==> src/rtl/pcc_pkg.sv <==
// Package: command word layout, offsets and reset value
package pcc_pkg;
  localparam logic [7:0] CMD_OFFSET = 8'h04;
  localparam logic [15:0] CMD_RESET = 16'h0000;
  // Bits that software may change; all others read zero
  localparam logic [15:0] CMD_WMASK = 16'h0567;
  localparam int BIT_IO = 0;
  localparam int BIT_MEM = 1;
  localparam int BIT_INIT = 2;
  localparam int BIT_SPECIAL = 3;
  localparam int BIT_WINV = 4;
  localparam int BIT_SNOOP = 5;
  localparam int BIT_PARITY = 6;
  localparam int BIT_RSVD7 = 7;
  localparam int BIT_SYSERR = 8;
  localparam int BIT_B2B = 9;
  localparam int BIT_INTOFF = 10;
  typedef logic [15:0] pcc_word_t;
endpackage

==> src/rtl/pcc_if.sv <==
// Interface: command bits handed from the register to the gating logic
`timescale 1ns/1ps
interface pcc_if;
  logic [15:0] cmd;
  modport src (output cmd);
  modport dst (input cmd);
endinterface

==> src/rtl/pcc_top.sv <==
// Command word register with bus-enable and error-pin gating
// Function
// - Bits 15..11 read zero, ignore writes
// - Interrupt inhibit blocks INTx drive
// - Bit 9 reads zero, no back-to-back
// - SERR driver off while bit 8 clear
// - Address parity reported needs bits 8 and 6
// - Address parity error asserts SERR if bits 8 and 6 set
// - Data parity error asserts PERR if enabled
// - Bit 7 reads zero, ignores writes
// - Parity errors ignored while bit 6 clear
// - Snoop bit: capture, not claim, palette writes
// - Bit 4 hardwired zero, no invalidate writes
// - Bit 3 hardwired zero, no special cycles
// - Initiator requests only with bit 2 set
// - Memory claims only with bit 1 set
// - I/O claims only with bit 0 set
// - Interrupt needs pending and not inhibit
`timescale 1ns/1ps
module pcc_top (
  input wire logic clk,
  input wire logic rst_n,
  input wire logic cfg_wr,
  input wire logic cfg_rd,
  input wire logic [7:0] cfg_addr,
  input wire logic [1:0] cfg_be,
  input wire logic [15:0] cfg_wdata,
  output logic [15:0] cfg_rdata,
  input wire logic int_pending,
  input wire logic addr_par_err,
  input wire logic data_par_err,
  input wire logic mem_hit,
  input wire logic io_hit,
  input wire logic palette_wr,
  input wire logic init_req,
  output logic int_o,
  output logic int_oe,
  output logic serr_o,
  output logic serr_oe,
  output logic perr_o,
  output logic perr_oe,
  output logic claim,
  output logic snoop_capture,
  output logic init_grant_req,
  output pcc_pkg::pcc_word_t cmd_word
);
  import pcc_pkg::*;

  pcc_word_t cmd_q, cmd_d;
  logic [15:0] rd_q, rd_d;
  logic int_q, serr_q, perr_q, claim_q, snoop_q, req_q;
  logic int_n, serr_n, perr_n, claim_n, snoop_n, req_n;
  pcc_if cif ();

  // Merge enabled byte lanes, keep only writable bits
  function automatic pcc_word_t merge(input pcc_word_t old,
                                      input pcc_word_t wd,
                                      input logic [1:0] be);
    pcc_word_t m;
    m = {{8{be[1]}}, {8{be[0]}}} & CMD_WMASK;
    merge = (old & ~m) | (wd & m);
  endfunction

  // ----------------------------------------------------------------
  // Register next state
  // ----------------------------------------------------------------
  always_comb begin
    cmd_d = cmd_q;
    rd_d = rd_q;
    if (cfg_wr && cfg_addr == CMD_OFFSET) begin
      cmd_d = merge(cmd_q, cfg_wdata, cfg_be);
    end
    if (cfg_rd) begin
      rd_d = (cfg_addr == CMD_OFFSET) ? (cmd_q & CMD_WMASK) : 16'h0000;
    end
  end

  // Reset clears the whole word
  always_ff @(posedge clk) begin
    if (!rst_n) begin
      cmd_q <= CMD_RESET;
      rd_q <= 16'h0000;
    end else begin
      cmd_q <= cmd_d;
      rd_q <= rd_d;
    end
  end

  assign cif.cmd = cmd_q;

  pcc_gate u_gate (
    .c(cif),
    .int_pending(int_pending),
    .addr_par_err(addr_par_err),
    .data_par_err(data_par_err),
    .mem_hit(mem_hit),
    .io_hit(io_hit),
    .palette_wr(palette_wr),
    .init_req(init_req),
    .int_d(int_n),
    .serr_d(serr_n),
    .perr_d(perr_n),
    .claim_d(claim_n),
    .snoop_d(snoop_n),
    .req_d(req_n)
  );

  // ----------------------------------------------------------------
  // Pin registers; outputs leave straight from flops
  // ----------------------------------------------------------------
  always_ff @(posedge clk) begin
    if (!rst_n) begin
      int_q <= 1'b0;
      serr_q <= 1'b0;
      perr_q <= 1'b0;
      claim_q <= 1'b0;
      snoop_q <= 1'b0;
      req_q <= 1'b0;
    end else begin
      int_q <= int_n;
      serr_q <= serr_n;
      perr_q <= perr_n;
      claim_q <= claim_n;
      snoop_q <= snoop_n;
      req_q <= req_n;
    end
  end

  // Open-drain pins: low level driven only while asserted
  assign int_o = 1'b0;
  assign int_oe = int_q;
  assign serr_o = 1'b0;
  assign serr_oe = serr_q;
  assign perr_o = 1'b0;
  assign perr_oe = perr_q;
  assign claim = claim_q;
  assign snoop_capture = snoop_q;
  assign init_grant_req = req_q;
  assign cfg_rdata = rd_q;
  assign cmd_word = cmd_q;
endmodule // pcc_top

==> src/rtl/pcc_gate.sv <==
// Gate: combines command bits with card-side events
`timescale 1ns/1ps
module pcc_gate (
  pcc_if.dst c,
  input wire logic int_pending,
  input wire logic addr_par_err,
  input wire logic data_par_err,
  input wire logic mem_hit,
  input wire logic io_hit,
  input wire logic palette_wr,
  input wire logic init_req,
  output logic int_d,
  output logic serr_d,
  output logic perr_d,
  output logic claim_d,
  output logic snoop_d,
  output logic req_d
);
  import pcc_pkg::*;

  // Decode of enables
  always_comb begin
    int_d = int_pending & ~c.cmd[BIT_INTOFF];
    serr_d = addr_par_err & c.cmd[BIT_SYSERR] & c.cmd[BIT_PARITY];
    perr_d = data_par_err & c.cmd[BIT_PARITY];
    snoop_d = palette_wr & c.cmd[BIT_SNOOP];
    claim_d = ((mem_hit & c.cmd[BIT_MEM]) | (io_hit & c.cmd[BIT_IO]))
      & ~snoop_d;
    req_d = init_req & c.cmd[BIT_INIT];
  end
endmodule // pcc_gate

==> config.mk <==
export PLATFORM = sky130hd
export DESIGN_NAME = pcc_top
export DESIGN_NICKNAME = d
export VERILOG_FILES = /design/src/rtl/pcc_pkg.sv /design/src/rtl/pcc_if.sv /design/src/rtl/pcc_top.sv /design/src/rtl/pcc_gate.sv
export SDC_FILE = /design/constraint.sdc
export NUM_CORES = 1
export LEC_CHECK = 0
export BUFFER_PORTS_ARGS = -buffer_cell sky130_fd_sc_hd__buf_2
export CAP_MARGIN = 30
export CORE_ASPECT_RATIO = 1.25
export CORE_MARGIN = 2
export CORE_UTILIZATION = 41
export DETAILED_ROUTE_END_ITERATION = 10
export PLACE_DENSITY = 0.83
export SLEW_MARGIN = 10
export SYNTH_ARGS = -nofsm -noshare
export SYNTH_HDL_FRONTEND = slang
export SYNTH_SLANG_ARGS = --single-unit
==> constraint.sdc <==
create_clock -name clk -period 2.2 [get_ports clk]
set_input_delay 0.11 -clock clk [delete_from_list [all_inputs] [get_ports clk]]
set_output_delay 0.11 -clock clk [all_outputs]
set_load 0.03 [all_outputs]
==> results.yml, run 1 <==
global_routing:
  antenna_found_initial: 0
  gr-usage-met1_pct: 15.8
  top_usage_layer: "met2"
  met3_usage_pct: 3.43
  grt_use_met2_pct: 22.6
  grt_util_all_layers_pct: 13.4
  grt_pass1_wl_mm: 2.70
  overflow: 0
  grt_pass1_vias: 666
  grt_max_degree: 27
cts:
  clockBufferDepth: 2
  cts_setup_buffers: 0
  hold_buffers: 0
  cts_sinks: 20
  cts_root_buf: "clkbuf_4"
  clock_latency_ns: 0.31
  htree_levels: 1
  ctsResizeCount: 0
  cts_tree: "yes"
  cts_buffers: 3
  clk_pin_slew_ns: 0.11
timing:
  hold_viol_final: 0
  fin_setup_tns_ns: 0
  fmax_mhz: 948
  finalCritPeriodShare_pct: 48.0
  tightest_slew_ns: 0.576
  max_slew_margin_pct: 61.3
  hold_ws_ns: 0.00622
  rsz0062_at_grt: "false"
  post-route-min-period_ns: 1.06
  final_max_slew_viol_count: 0
  fin_ws_ns: 1.14
  finalSetupViolCount: 0
  skew_ns: 0.00280
drt:
  drc: 0
  routed_wl_mm: 1.78
  wl_per_cell_um: 9.90
  drt_pass1_iterations: 4
  drt_iter0_drc: 21
  routed_via_density: 4.42
  dr_total_vias: 796
  drtAntennaViolNets: 0
synth:
  synth_area_per_cell_um2: 9.37
  syn_area_um2: 965
  yosysSeqAreaShare_pct: 41.5
  ys_seq_elements: 20
  syn_inst: 103
  ys_types: 15
  yosysWarnings: 0
placement:
  pre_cts_ws_ns: 0.862
  place_congestion: 0.799
  io_buffers: 47
  place_hpwl_mm: 1.41
floorplanning:
  ios: 78
  core-area_um2: 2210
  rows: 19
  start_util_pct: 43.6
  fp.dieH_um: 58.2
  dieArea_um2: 2760
  die_width_um: 47.4
setup_path:
  cp_top_family: "flip-flops"
  cp_max_fo: 4
  cp_cell_sequence: "buf_2"
  required_ns: 2.09
  worst-endpoint-arrival_ns: 0.95
  path_class: "flop to primary output"
  path_buf_inv: 1
  slowest_stage: "dfxtp_1"
  cpPeakStageDelay_ns: 0.41
  crit_path_start_kind: "flop"
  crit_path_end_kind: "primary output"
layout:
  fin_nets: 187
  final_util_pct: 54.0
  n_fill_cell: 212
  n_antenna_cell: 0
  syn_to_final_growth_pct: 23.7
  drive_above_1_share_pct: 36.2
outcome:
  status: "complete, no violations"
pwr:
  ir_worst_vdd_v: 0.000269
  p_leak_uw: 0.000630
  p_per_area_nw_per_um2: 640
  power_uw: 764
worst_hold_path:
  min_path_type: "input port to flop"
run:
  max-cap-violations: 0
-- cell type report --
class | instances | area (um2) | share of cell area [%]
multi-input combinational | 78 | 467 | 39.1
timing repair buffer | 47 | 235 | 19.7
tap | 31 | 38.8 | 3.25
clock buffer | 3 | 22.5 | 1.89
sequential | 20 | 400 | 33.5
clock inverter | 1 | 30.0 | 2.52
-- worst reg2reg max path, cell delays in order, from the launching register on --
cell and delay, ns:
dfxtp_1 0.40, nand4_1 0.09, a21boi_0 0.20
-- path summary, 6_finish.rpt --
kind | startpoint | to | slack (ns) | cells past startpoint
min | int_pending | int_oe$_SDFF_PN0_ | 0.006 | 3
min reg2reg | flop | serr_oe$_SDFF_PN0_ | 0.48 | 2
max | flop | cmd_word[0] | 1.14 | 1
max reg2reg | flop | cfg_rdata[8]$_SDFFE_PN0P_ | 1.44 | 2
-- routing by layer --
metal	vias to the layer above	share of wire [%]
li1	401	-
met3	2	9.9
met4	0	1.4
met2	42	47
met1	351	41
met5	-	0
-- layout by cell type (no fill, tap or decap) --
cell	count
buf_2	47
conb_1	21
dfxtp_1	20
nand2_1	18
nand4_1	8
mux2i_1	7
nand2b_1	7
a21boi_0	7
nor2_1	3
and3_1	3
clkbuf_4	3
nor4b_4	1
nor4_4	1
a22oi_1	1
nand4_4	1
bufinv_16	1
-- synth_stat cells --
master     n  share of area [%]
nand2b_1   7                4.5
mux2i_1    7                7.3
nor4_4     1                2.2
dfxtp_1   20                 42
buf_4     21                 16
nand2_1   18                7.0
a22oi_1    1               0.78
nand4_4    1                2.2
nor4b_4    1                2.5
conb_1     1               0.39
a21boi_0   7                5.4
nor2_1     3                1.2
nand4_1    8                5.2
and3_1     3                1.9
clkbuf_1   4                1.6
-- power breakdown --
part | switching [uW] | leakage (uW) | total, uW | internal (uW)
Sequential | 0.236 | 0.000161 | 363 | 363
Clock | 116 | 0.0000279 | 301 | 184
Combinational | 74.1 | 0.000441 | 99.8 | 25.7
-- cells by family after synthesis --
| group | count (synthesis) | synth area share (%) |
|---|---|---|
| DFF | 20 | 41.5 |
| other | 1 | 0.389 |
| muxes | 7 | 7.26 |
| and+or+nand+nor | 42 | 26.7 |
| buffers and inverters | 25 | 17.9 |
| AOI/OAI and AO/OA | 8 | 6.23 |
-- metrics by stage --
stage	std cells	cell area, um2
floorplan	123	1040
global placement	176	1140
detailed placement	176	1140
CTS	180	1190
global route	180	1190
finish	180	1190
(Power assumes the default switching activity.)
==> run 2: changes to the inputs <==
CORE_UTILIZATION = 38   (was 41)
PLACE_DENSITY = 0.77   (was 0.83)
clock period = 1 ns   (was 2.2 ns; I/O delays follow)
==> results.yml, run 2 (synthesized netlist as in run 1, its figures left out) <==
outcome:
  status: "complete, no violations"
global_routing:
  antenna_found_initial: 0
  grt_pass1_vias: 762
  grt_pass1_wl_mm: 3.19
  grt_max_degree: 27
  overflow: 0
  grt_util_all_layers_pct: 14.3
drt:
  dr_total_vias: 859
  routed_wl_mm: 2.18
  drtAntennaViolNets: 0
  drt_pass1_iterations: 4
  drc: 0
  drt_iter0_drc: 17
  wl_per_cell_um: 11.1
  routed_via_density: 4.38
cts:
  cts_tree: "yes"
  cts_setup_buffers: 0
  clock_latency_ns: 0.30
  cts_sinks: 20
  clockBufferDepth: 2
  htree_levels: 1
  cts_root_buf: "clkbuf_4"
  cts_buffers: 3
  clk_pin_slew_ns: 0.12
layout:
  finalNonFillerCells: 196
  n_fill_cell: 219
  n_antenna_cell: 0
  drive_above_1_share_pct: 36.8
  layout_common_cells: "42 x buf_2, 21 x conb_1, 18 x nand2_1"
  syn_to_final_growth_pct: 39.8
  layout_commonest_cell: "buf_2"
  fin_nets: 201
setup_path:
  cpPeakStageDelay_ns: 0.39
  required_ns: 0.95
  path_class: "flop to primary output"
  path_buf_inv: 1
  worst-endpoint-arrival_ns: 0.92
  crit_path_start_kind: "flop"
  r2r_cells: 2
  cp_cell_sequence: "buf_2"
  cp_max_fo: 4
  slowest_stage: "dfxtp_1"
  cp_top_family: "flip-flops"
  path_depth: 1
  crit_path_end_kind: "primary output"
pwr:
  p_per_area_nw_per_um2: 1270
  p_leak_uw: 0.000689
  ir_worst_vdd_v: 0.000850
timing:
  fin_setup_tns_ns: 0
  rsz0062_at_grt: "false"
  fmax_mhz: 1030
  hold_viol_final: 0
  skew_ns: 0.0101
  final_max_slew_viol_count: 0
  post-route-min-period_ns: 0.968
  hold_ws_ns: 0.0148
  finalSetupViolCount: 0
  finalCritPeriodShare_pct: 96.8
worst_hold_path:
  min_path_type: "input port to flop"
  hold_path_depth: 3
placement:
  dp_cells: 180
  place_hpwl_mm: 1.57
  place_congestion: 0.749
  io_buffers: 47
floorplanning:
  fp.dieH_um: 60.3
  ios: 78
  dieArea_um2: 2960
  core-area_um2: 2430
  rows: 20
  start_util_pct: 39.7
  die_width_um: 49.1
run:
  max-cap-violations: 0
==> run 2: cell types whose count changed in the layout (fill, tap and decap cells not counted), sizes merged <==
cell / previous run / this run
dlygate4sd3: 0 / 12
clkbuf: 3 / 8
buf: 47 / 44
==> run 2: worst paths after layout <==
path / slack [ns] / to / from
setup / recovery: 0.03 / cmd_word[6] / flop
hold / removal: 0.01 / flop / cfg_wdata[8]
setup reg to reg: 0.26 / cfg_rdata[1]$_SDFFE_PN0P_ / flop
hold reg to reg: 0.47 / serr_oe$_SDFF_PN0_ / flop
==> run 2: timing repair <==
action | in CTS | in global routing
resized for setup | 0 | 9
endpoints found under the hold margin | 12 | 0
setup endpoints to repair | 0 | 5
hold buffers | 12 | 0
==> run 2: final cells by class <==
type                       count  area, um2  share of cell area (%)
clock inverter                 1       30.0                    2.23
timing repair buffer          61        383                    28.4
multi-input combinational     78        467                    34.6
clock buffer                   3       22.5                    1.67
sequential                    20        405                    30.1
tap                           33       41.3                    3.06
==> run 2: layer usage <==
| layer | part of all wire (%) | vias up | global-route usage [%] |
|---|---|---|---|
| met4 | 0.28 | 0 | 7.76 |
| met3 | 8.7 | 2 | 2.96 |
| li1 | - | 425 | - |
| met1 | 37 | 382 | 15.1 |
| met2 | 54 | 50 | 27.0 |
| met5 | 0 | - | 0 |
==> run 2: where the power goes <==
group	switching, uW	total [uW]	internal, uW
clock	242	648	405
sequential	0.570	799	798
combinational	171	261	89.5
==> run 2: metrics by stage <==
stage | utilization [%] | setup slack [ns] | power, uW | instance area (um2)
4_1_cts | 54.8 | 0.00244 | 1710 | 1330
5_1_grt | 55.6 | 0.00250 | 1770 | 1350
3_3_place_gp | 47.7 | -0.0674 | 1040 | 1160
2_1_floorplan | - | -0.00709 | 1030 | 1040
6_report | 55.6 | 0.0324 | 1710 | 1350
3_5_place_dp | 47.7 | -0.108 | 1040 | 1160
